===== config.mk =====
export PLATFORM = sky130hd
export DESIGN_NAME = sfe_spi_front
export DESIGN_NICKNAME = d
export VERILOG_FILES = /design/src/core/sfe_pkg.sv /design/src/core/sfe_sync.sv /design/src/core/sfe_spi_front.sv
export VERILOG_INCLUDE_DIRS = /design/src /design/src/core
export SDC_FILE = /design/constraint.sdc
export NUM_CORES = 1
export LEC_CHECK = 0
export ABC_AREA = 1
export BUFFER_PORTS_ARGS = -buffer_cell sky130_fd_sc_hd__buf_2
export CAP_MARGIN = 20
export CORE_MARGIN = 2
export CORE_UTILIZATION = 50
export CTS_CLUSTER_SIZE = 16
export DETAILED_ROUTE_END_ITERATION = 7
export PLACE_DENSITY = 0.8
export SETUP_SLACK_MARGIN = 0.3
export SYNTH_ARGS = -nofsm -noshare
export SYNTH_HDL_FRONTEND = slang
export SYNTH_HIERARCHICAL = 1
export SYNTH_SLANG_ARGS = --single-unit

===== constraint.sdc =====
create_clock -name sys_clk_i -period 2.5 [get_ports sys_clk_i]
set_input_delay 0.75 -clock sys_clk_i [delete_from_list [all_inputs] [get_ports sys_clk_i]]
set_output_delay 0.75 -clock sys_clk_i [all_outputs]
set_load 0.01 [all_outputs]

===== src/core/sfe_regs.svh =====
// Constants for the serial flash front end: opcodes, counts, reset and idle values.
// Assumes inclusion by bare name from the design files.
`ifndef SFE_REGS_SVH
`define SFE_REGS_SVH
`define SFE_OP_DUAL_OUT   8'h3B
`define SFE_OP_DUAL_IO    8'hBB
`define SFE_OP_QUAD_OUT   8'h6B
`define SFE_OP_QUAD_IO    8'hEB
`define SFE_OP_QUAD_WORD  8'hE7
`define SFE_OP_QUAD_OCTAL 8'hE3
`define SFE_OP_WRITE_STAT 8'h01
`define SFE_OPC_BITS      4'h8
`define SFE_SYNC_RST      2'h0
`define SFE_PIN_IDLE      7'h5E
`define SFE_BYTE_ZERO     8'h00
`endif


===== src/core/sfe_pkg.sv =====
// Types shared by the serial flash front end and its bench.
// Assumes sfe_regs.svh is available for numeric constants.
package sfe_pkg;
    // Lane width of the current phase
    typedef enum logic [1:0] {
        SFE_W_SINGLE,
        SFE_W_DUAL,
        SFE_W_QUAD
    } sfe_width_t;

    // Decoder progress within a frame
    typedef enum logic [1:0] {
        SFE_ST_IDLE,
        SFE_ST_OPCODE,
        SFE_ST_BODY
    } sfe_state_t;

    // One received byte handed to the core
    typedef struct packed {
        logic       first;
        logic [7:0] data;
    } sfe_rx_byte_t;

    // Four data lanes as seen or driven on the pins
    typedef struct packed {
        logic [3:0] lanes;
    } sfe_lanes_t;
endpackage : sfe_pkg


===== src/core/sfe_sync.sv =====
// Two flip-flop synchroniser for a bundle of pin inputs.
// Assumes inputs are asynchronous to sys_clk_i.
`timescale 1ns/1ns
`include "sfe_regs.svh"
module sfe_sync #(
    parameter int WIDTH = 7
) (
    input  wire logic             sys_clk_i,
    input  wire logic             rstn_i,
    input  wire logic [WIDTH-1:0] async_i,
    input  wire logic [WIDTH-1:0] rst_val_i,
    output logic      [WIDTH-1:0] sync_o
);
    logic [WIDTH-1:0] meta_r;
    logic [WIDTH-1:0] sync_r;
    logic [1:0]       fill_r;

    // First stage is read only by the second stage
    always_ff @(posedge sys_clk_i or negedge rstn_i) begin
        if (!rstn_i) begin
            meta_r <= '0;
            sync_r <= '0;
            fill_r <= `SFE_SYNC_RST;
        end else begin
            meta_r <= async_i;
            sync_r <= meta_r;
            fill_r <= {fill_r[0], 1'b1};
        end
    end

    // Idle levels in reset and until the chain has filled, so no false edge appears
    assign sync_o = fill_r[1] ? sync_r : rst_val_i;
endmodule : sfe_sync


===== src/core/sfe_spi_front.sv =====
// Serial flash SPI front end: framing, opcode decode, lane control, hold and WP.
// Assumes sys_clk_i runs far faster than the serial clock so every pin edge is seen.
//
// Contract
// RQ1: Chip select high keeps every data lane released.
// RQ2: No instruction accepted until chip select falls after reset.
// RQ3: Single-lane input bits sampled on rising serial clock.
// RQ4: Single-lane output driven on falling serial clock.
// RQ5: Dual and quad lanes sample on rising, drive on falling edges.
// RQ6: Quad works only with quad_enable; pins become dq2 and dq3.
// RQ7: Clock modes 0 and 3 both supported.
// RQ8: Opcodes 3Bh and BBh make dq0 and dq1 bidirectional.
// RQ9: Quad opcodes use dq0 to dq3 in pin order.
// RQ10: Write-protect pin gates status writes, unused when quad_enable set.
// RQ11: Hold releases output and ignores serial_in and clock.
// RQ12: Hold honoured only in single and dual operation.
// RQ13: Hold starts at hold_n fall if clock low, else next clock fall.
// RQ14: Hold ends at hold_n rise if clock low, else next clock fall.
// RQ15: Partial instruction and data are kept through a hold.
// RQ16: Master should keep chip select low throughout a hold.
// RQ17: Hardware protection mode with write-protect low refuses status writes.
// RQ18: Chip select rising ends transaction and resets decoder.
`timescale 1ns/1ns
`include "sfe_regs.svh"
module sfe_spi_front (
    input  wire logic             sys_clk_i,
    input  wire logic             rstn_i,
    input  wire logic             cs_n_i,
    input  wire logic             sclk_i,
    input  wire logic [3:0]       dq_i,
    output logic      [3:0]       dq_o,
    output logic      [3:0]       dq_oe_n_o,
    input  wire logic             quad_enable_i,
    input  wire logic             protect_mode_hi_i,
    input  wire logic             protect_mode_lo_i,
    input  wire logic [7:0]       tx_data_i,
    input  wire logic             tx_quad_addr_i,
    output sfe_pkg::sfe_rx_byte_t rx_byte_o,
    output logic                  rx_valid_o,
    output logic                  tx_req_o,
    output logic [7:0]            opcode_o,
    output logic                  opcode_valid_o,
    output logic                  stat_write_ok_o,
    output logic                  hold_o,
    output logic                  frame_end_o
);
    logic [6:0] pins_s;
    logic       cs_n_s, sclk_s, sclk_d_r, cs_n_d_r, armed_r, hold_r;
    logic [3:0] dq_s;
    logic       sclk_rise, sclk_fall, cs_fall, cs_rise, quad_mode, hold_pin_n, wp_pin_n;
    sfe_pkg::sfe_state_t state_r;
    sfe_pkg::sfe_width_t in_w_r, out_w_r;
    logic [3:0] bit_cnt_r;
    logic [7:0] shift_in_r, shift_out_r;
    logic       out_phase_r, first_r;

    // Idle levels: cs high, clock low, lanes high
    sfe_sync #(.WIDTH(7)) u_sync (
        .sys_clk_i (sys_clk_i),
        .rstn_i    (rstn_i),
        .async_i   ({cs_n_i, sclk_i, dq_i, 1'b0}),
        .rst_val_i (`SFE_PIN_IDLE),
        .sync_o    (pins_s)
    );
    assign cs_n_s = pins_s[6];
    assign sclk_s = pins_s[5];
    assign dq_s   = pins_s[4:1];

    // Pin roles follow quad_enable [RQ6]
    assign quad_mode  = (in_w_r == sfe_pkg::SFE_W_QUAD) || (out_w_r == sfe_pkg::SFE_W_QUAD);
    assign hold_pin_n = quad_enable_i ? 1'b1 : dq_s[3];
    assign wp_pin_n   = quad_enable_i ? 1'b1 : dq_s[2];   // [RQ10]

    // Edge detection on the synchronised clock and select
    always_ff @(posedge sys_clk_i or negedge rstn_i) begin
        if (!rstn_i) begin
            sclk_d_r <= 1'b0;
            cs_n_d_r <= 1'b1;
        end else begin
            sclk_d_r <= sclk_s;
            cs_n_d_r <= cs_n_s;
        end
    end
    assign sclk_rise = sclk_s && !sclk_d_r;
    assign sclk_fall = !sclk_s && sclk_d_r;
    assign cs_fall   = !cs_n_s && cs_n_d_r;
    assign cs_rise   = cs_n_s && !cs_n_d_r;

    // Select must fall once after reset before anything is decoded [RQ2]
    always_ff @(posedge sys_clk_i or negedge rstn_i) begin
        if (!rstn_i) armed_r <= 1'b0;
        else if (cs_fall) armed_r <= 1'b1;   // [RQ2]
    end

    // Hold tracks pin at clock-low, otherwise waits for the clock fall [RQ13] [RQ14]
    always_ff @(posedge sys_clk_i or negedge rstn_i) begin
        if (!rstn_i) begin
            hold_r <= 1'b0;
        end else if (cs_n_s || quad_mode || quad_enable_i) begin
            hold_r <= 1'b0;                                  // [RQ12]
        end else if (!sclk_s) begin
            hold_r <= !hold_pin_n;                           // [RQ13] [RQ14]
        end
    end

    // Opcode decode and lane width selection [RQ8] [RQ9]
    function automatic sfe_pkg::sfe_width_t out_width(input logic [7:0] op, input logic qe);
        if (op == `SFE_OP_DUAL_OUT || op == `SFE_OP_DUAL_IO) out_width = sfe_pkg::SFE_W_DUAL;
        else if (qe && (op == `SFE_OP_QUAD_OUT || op == `SFE_OP_QUAD_IO ||
                        op == `SFE_OP_QUAD_WORD || op == `SFE_OP_QUAD_OCTAL))
            out_width = sfe_pkg::SFE_W_QUAD;                 // [RQ6]
        else out_width = sfe_pkg::SFE_W_SINGLE;
    endfunction : out_width

    function automatic sfe_pkg::sfe_width_t addr_width(input logic [7:0] op, input logic qe);
        if (op == `SFE_OP_DUAL_IO) addr_width = sfe_pkg::SFE_W_DUAL;
        else if (qe && (op == `SFE_OP_QUAD_IO || op == `SFE_OP_QUAD_WORD ||
                        op == `SFE_OP_QUAD_OCTAL))
            addr_width = sfe_pkg::SFE_W_QUAD;
        else addr_width = sfe_pkg::SFE_W_SINGLE;
    endfunction : addr_width

    function automatic logic [3:0] step(input sfe_pkg::sfe_width_t w);
        case (w)
            sfe_pkg::SFE_W_DUAL: step = 4'h2;
            sfe_pkg::SFE_W_QUAD: step = 4'h4;
            default:             step = 4'h1;
        endcase
    endfunction : step

    // Receive path: sample on rising clock, frozen during hold [RQ3] [RQ5] [RQ11] [RQ15]
    always_ff @(posedge sys_clk_i or negedge rstn_i) begin
        if (!rstn_i) begin
            state_r        <= sfe_pkg::SFE_ST_IDLE;
            in_w_r         <= sfe_pkg::SFE_W_SINGLE;
            out_w_r        <= sfe_pkg::SFE_W_SINGLE;
            bit_cnt_r      <= 4'h0;
            shift_in_r     <= `SFE_BYTE_ZERO;
            first_r        <= 1'b1;
            opcode_o       <= `SFE_BYTE_ZERO;
            opcode_valid_o <= 1'b0;
            rx_byte_o      <= '0;
            rx_valid_o     <= 1'b0;
            frame_end_o    <= 1'b0;
        end else begin
            rx_valid_o     <= 1'b0;
            opcode_valid_o <= 1'b0;
            frame_end_o    <= cs_rise && armed_r;
            if (cs_n_s) begin
                state_r   <= sfe_pkg::SFE_ST_IDLE;           // [RQ18]
                in_w_r    <= sfe_pkg::SFE_W_SINGLE;
                out_w_r   <= sfe_pkg::SFE_W_SINGLE;
                bit_cnt_r <= 4'h0;
                first_r   <= 1'b1;
            end else if (cs_fall && armed_r) begin
                state_r   <= sfe_pkg::SFE_ST_OPCODE;
            end else if (cs_fall) begin
                state_r   <= sfe_pkg::SFE_ST_OPCODE;         // [RQ2]
            end else if (sclk_rise && !hold_r && state_r != sfe_pkg::SFE_ST_IDLE
                         && !out_phase_r) begin
                case (in_w_r)
                    sfe_pkg::SFE_W_QUAD: shift_in_r <= {shift_in_r[3:0], dq_s};
                    sfe_pkg::SFE_W_DUAL: shift_in_r <= {shift_in_r[5:0], dq_s[1:0]};
                    default:             shift_in_r <= {shift_in_r[6:0], dq_s[0]};
                endcase
                if (bit_cnt_r + step(in_w_r) >= `SFE_OPC_BITS) begin
                    bit_cnt_r <= 4'h0;
                    rx_valid_o     <= 1'b1;
                    rx_byte_o.first <= first_r;
                    first_r        <= 1'b0;
                    case (in_w_r)
                        sfe_pkg::SFE_W_QUAD: rx_byte_o.data <= {shift_in_r[3:0], dq_s};
                        sfe_pkg::SFE_W_DUAL: rx_byte_o.data <= {shift_in_r[5:0], dq_s[1:0]};
                        default:             rx_byte_o.data <= {shift_in_r[6:0], dq_s[0]};
                    endcase
                    if (state_r == sfe_pkg::SFE_ST_OPCODE) begin
                        opcode_o       <= {shift_in_r[6:0], dq_s[0]};
                        opcode_valid_o <= 1'b1;
                        state_r        <= sfe_pkg::SFE_ST_BODY;
                        in_w_r  <= addr_width({shift_in_r[6:0], dq_s[0]}, quad_enable_i);
                        out_w_r <= out_width({shift_in_r[6:0], dq_s[0]}, quad_enable_i);
                    end
                end else begin
                    bit_cnt_r <= bit_cnt_r + step(in_w_r);
                end
            end else if (sclk_fall && !hold_r && out_phase_r) begin
                // Count driven bits so the transmit side knows when a byte is done [RQ4]
                if (bit_cnt_r + step(out_w_r) >= `SFE_OPC_BITS) bit_cnt_r <= 4'h0;
                else bit_cnt_r <= bit_cnt_r + step(out_w_r);
            end
        end
    end

    // Transmit path: core requests a byte, driven on falling clock [RQ4] [RQ5] [RQ7]
    always_ff @(posedge sys_clk_i or negedge rstn_i) begin
        if (!rstn_i) begin
            out_phase_r <= 1'b0;
            shift_out_r <= `SFE_BYTE_ZERO;
            tx_req_o    <= 1'b0;
            dq_o        <= 4'h0;
            dq_oe_n_o   <= 4'hF;
        end else begin
            tx_req_o <= 1'b0;
            if (cs_n_s || !armed_r) begin
                out_phase_r <= 1'b0;
                dq_oe_n_o   <= 4'hF;                         // [RQ1] [RQ18]
            end else if (hold_r) begin
                dq_oe_n_o   <= 4'hF;                         // [RQ11]
            end else if (tx_quad_addr_i && !out_phase_r && state_r == sfe_pkg::SFE_ST_BODY) begin
                out_phase_r <= 1'b1;
                shift_out_r <= tx_data_i;
                tx_req_o    <= 1'b1;
            end else if (sclk_fall && out_phase_r) begin
                // Mode 3 first fall comes before the opcode, while out_phase_r is clear, so no special case
                case (out_w_r)
                    sfe_pkg::SFE_W_QUAD: begin
                        dq_o        <= shift_out_r[7:4];     // [RQ9]
                        dq_oe_n_o   <= 4'h0;
                        shift_out_r <= {shift_out_r[3:0], 4'h0};
                    end
                    sfe_pkg::SFE_W_DUAL: begin
                        dq_o        <= {2'h0, shift_out_r[7:6]};   // [RQ8]
                        dq_oe_n_o   <= 4'hC;
                        shift_out_r <= {shift_out_r[5:0], 2'h0};
                    end
                    default: begin
                        dq_o        <= {2'h0, shift_out_r[7], 1'b0};
                        dq_oe_n_o   <= 4'hD;                 // [RQ4]
                        shift_out_r <= {shift_out_r[6:0], 1'b0};
                    end
                endcase
                if (bit_cnt_r + step(out_w_r) >= `SFE_OPC_BITS) begin
                    shift_out_r <= tx_data_i;
                    tx_req_o    <= 1'b1;
                end
            end
        end
    end

    // Status write permission from protection mode and pin [RQ10] [RQ17]
    always_ff @(posedge sys_clk_i or negedge rstn_i) begin
        if (!rstn_i) begin
            stat_write_ok_o <= 1'b0;
            hold_o          <= 1'b0;
        end else begin
            stat_write_ok_o <= !(protect_mode_hi_i) &&
                               !(protect_mode_lo_i && !wp_pin_n);   // [RQ17]
            hold_o          <= hold_r;
        end
    end
endmodule : sfe_spi_front


==> out/metrics.cfg <==
[pwr]
leakagePower_nw = 2.39
power.density_cell_area_nw_per_um2 = 664
post-layout-total-power_w = 0.00289
vdd.ir_drop.worst_mv = 0.323

[cells_and_area]
multi_input_area_um2 = 1600
utilization = 0.607
layout-area-overhead-vs-synth_pct = 19.0
layout-drive-gt1-share = 0.219
stdcell_count = 601
seqCellArea_um2 = 1890
final.fill_count = 597
ant_diodes = 0
design.final.nets = 531

[placement]
place_inst = 578
count_of_port_buffers_added_during_placement = 50
dp.final_hpwl_um = 5360
globalplace.congestion = 0.910

[global_route]
grt_pass1_vias = 2749
wire_length_of_the_first_global_routing_pass_um = 12600
grt_usage = 0.207
overflow = 0
number_of_antenna_violations_at_the_first_check_in_global_routing = 0
maximum_number_of_pins_on_one_net_before_global_route_repair = 76

[critical_path]
worst_reg2reg_path_endpoint = rx_byte_o[4]
worstSetupStartpoint = in_w_r[0]
critical_path.endpoint = rx_byte_o[4]
cp.arrival_ns = 2.31
slowest_delay_ns = 0.37
reg2regPathDepth = 10
path_cells = inv_1, ha_1, ha_1, nand3_1, nand3_1, nand2_4, nor2_8, inv_4, nand2_1, o21ai_2
timing.critical_path.required_ns = 2.73
r2r_setup_slack_ns = 0.43
setup.worst_path.class = flop to flop
source_of_the_worst_register_to_register_timing_path = in_w_r[0]
critPathCaptureType = flop
timing.critical_path.slowest_stage_cell = sky130_fd_sc_hd__dfrtp_1
critical_path_peak_fanout = 13
timing.critical_path.from_type = flop

[synth]
syn_avg_cell_area_um2 = 8.49
post_synth_instance_area_um2 = 3660
yosysWarnings = 6
synthCells = 431

[sta]
timing.final.hold_violations = 0
grt_setup_unrepaired = no
layout_min_cycle_time_ns = 2.07
max_freq_mhz = 482
setup_violations_final = 0
period_share = 0.830
timing.clock.skew_ns = 0.0101
report.final.slew_viol_count = 0
totalNegativeSetupSlack_ns = 0

[clock_tree]
clock_path_buffers = 2
clk_sink_count = 75
clkLatencyLatePin_ns = 0.36
cts_hold_buf = 0
path_clk_slew_ns = 0.08
htreeDepth = 3
clockRootBuffer = sky130_fd_sc_hd__clkbuf_8
cts_tree = done
cts_inserted_buffers = 9

[die]
initial_core_util = 0.510
core_area_um2 = 7180
pin_count = 51
rows = 31
dieWidth_um = 89.6
die_h_um = 89.6
design.die.area_um2 = 8020

[run_status]
run_status = completed

[drt]
detail_route.first_pass.iterations = 5
ant_nets = 0
finalWirelength_um = 7620
vias = 3062
first_iter_violations = 282
drc = 0
routed_wire_per_std_cell_um = 12.7
detail_route.vias_per_cell = 5.09

[flow_run]
max_cap_viols = 0

[worst_hold_path]
hold_class = flop to flop

==> registers in the layout, summed over array words and instances, names as in the netlist, 2 cells and up <==
name	cells
shift_in_r	7
in_w_r	2
shift_out_r	8
dq_o	4
rx_byte_o	9
out_w_r	2
u_sync/sync_r	6
opcode_o	8
bit_cnt_r	4
state_r	2
dq_oe_n_o	3
u_sync/meta_r	6
u_sync/fill_r	2
==> routing by layer <==
metal,share of wire,global-route usage
met1,0.44,0.282
met2,0.47,0.305
met3,0.064,0.0526
met4,0.023,0.103
met5,0,0
==> report_power, final <==
group          internal [W]  switching (W)  leakage [nW]
Combinational      0.000150       0.000292          1.32
Sequential          0.00131       0.000112         0.961
Clock              0.000590       0.000441         0.111
Total               0.00205       0.000845          2.39
==> per-stage QoR <==
step,area [um^2],worst slack (ns),hold WS [ns]
2_1_floorplan,3670,0.633,0.331
3_3_place_gp,4020,0.436,0.332
3_5_place_dp,4020,0.258,0.335
4_1_cts,4240,0.319,0.352
5_1_grt,4360,0.302,0.357
6_report,4360,0.426,0.349
==> worst min path at each step <==
stage                     startpoint  slack, ns  cells after the start          endpoint
global placement    u_sync/fill_r[0]       0.33                      0  u_sync/fill_r[1]
detailed placement  u_sync/meta_r[2]       0.33                      0  u_sync/sync_r[2]
floorplan           u_sync/fill_r[0]       0.33                      0  u_sync/fill_r[1]
finish              u_sync/meta_r[3]       0.35                      0  u_sync/sync_r[3]
global route        u_sync/meta_r[6]       0.36                      0  u_sync/sync_r[6]
CTS                 u_sync/meta_r[2]       0.35                      0  u_sync/sync_r[2]
==> area by class of cell <==
cell class / instances / area share
clock inverters: 4 / 0.0169
multi-input cells: 300 / 0.368
clock buffers: 12 / 0.0333
well taps: 99 / 0.0284
repair buffers: 58 / 0.0741
inverters: 53 / 0.0462
flip-flops and latches: 75 / 0.433
==> cell usage in the layout (no fill, tap or decap), types with 7 or more instances in the layout <==
cell                         n
sky130_fd_sc_hd__a21oi_1    10
sky130_fd_sc_hd__buf_2      50
sky130_fd_sc_hd__buf_4       7
sky130_fd_sc_hd__clkbuf_8   10
sky130_fd_sc_hd__conb_1      7
sky130_fd_sc_hd__dfrtp_1    68
sky130_fd_sc_hd__ha_1        9
sky130_fd_sc_hd__inv_1      44
sky130_fd_sc_hd__inv_2       7
sky130_fd_sc_hd__nand2_1   139
sky130_fd_sc_hd__nand3_1    42
sky130_fd_sc_hd__nor2_1     26
sky130_fd_sc_hd__o21ai_0    18
==> critical path: cells and delay by family, from the launching register on <==
family,cells,cell delay (ns)
AND/OR/NAND/NOR,5,0.76
AO/OA/AOI/OAI,1,0.05
flip-flops,1,0.37
buffers and inverters,2,0.20
adder cells (fa/ha/maj),2,0.55
==> what timing repair did <==
item                       4_1_cts  5_1_grt
setup endpoints to repair       10       34
setup buffers                    0        6
resized for setup                2       12
cloned                           0        1
pin swaps                        0        1
No activity file was read; power rests on OpenSTA's default activity.
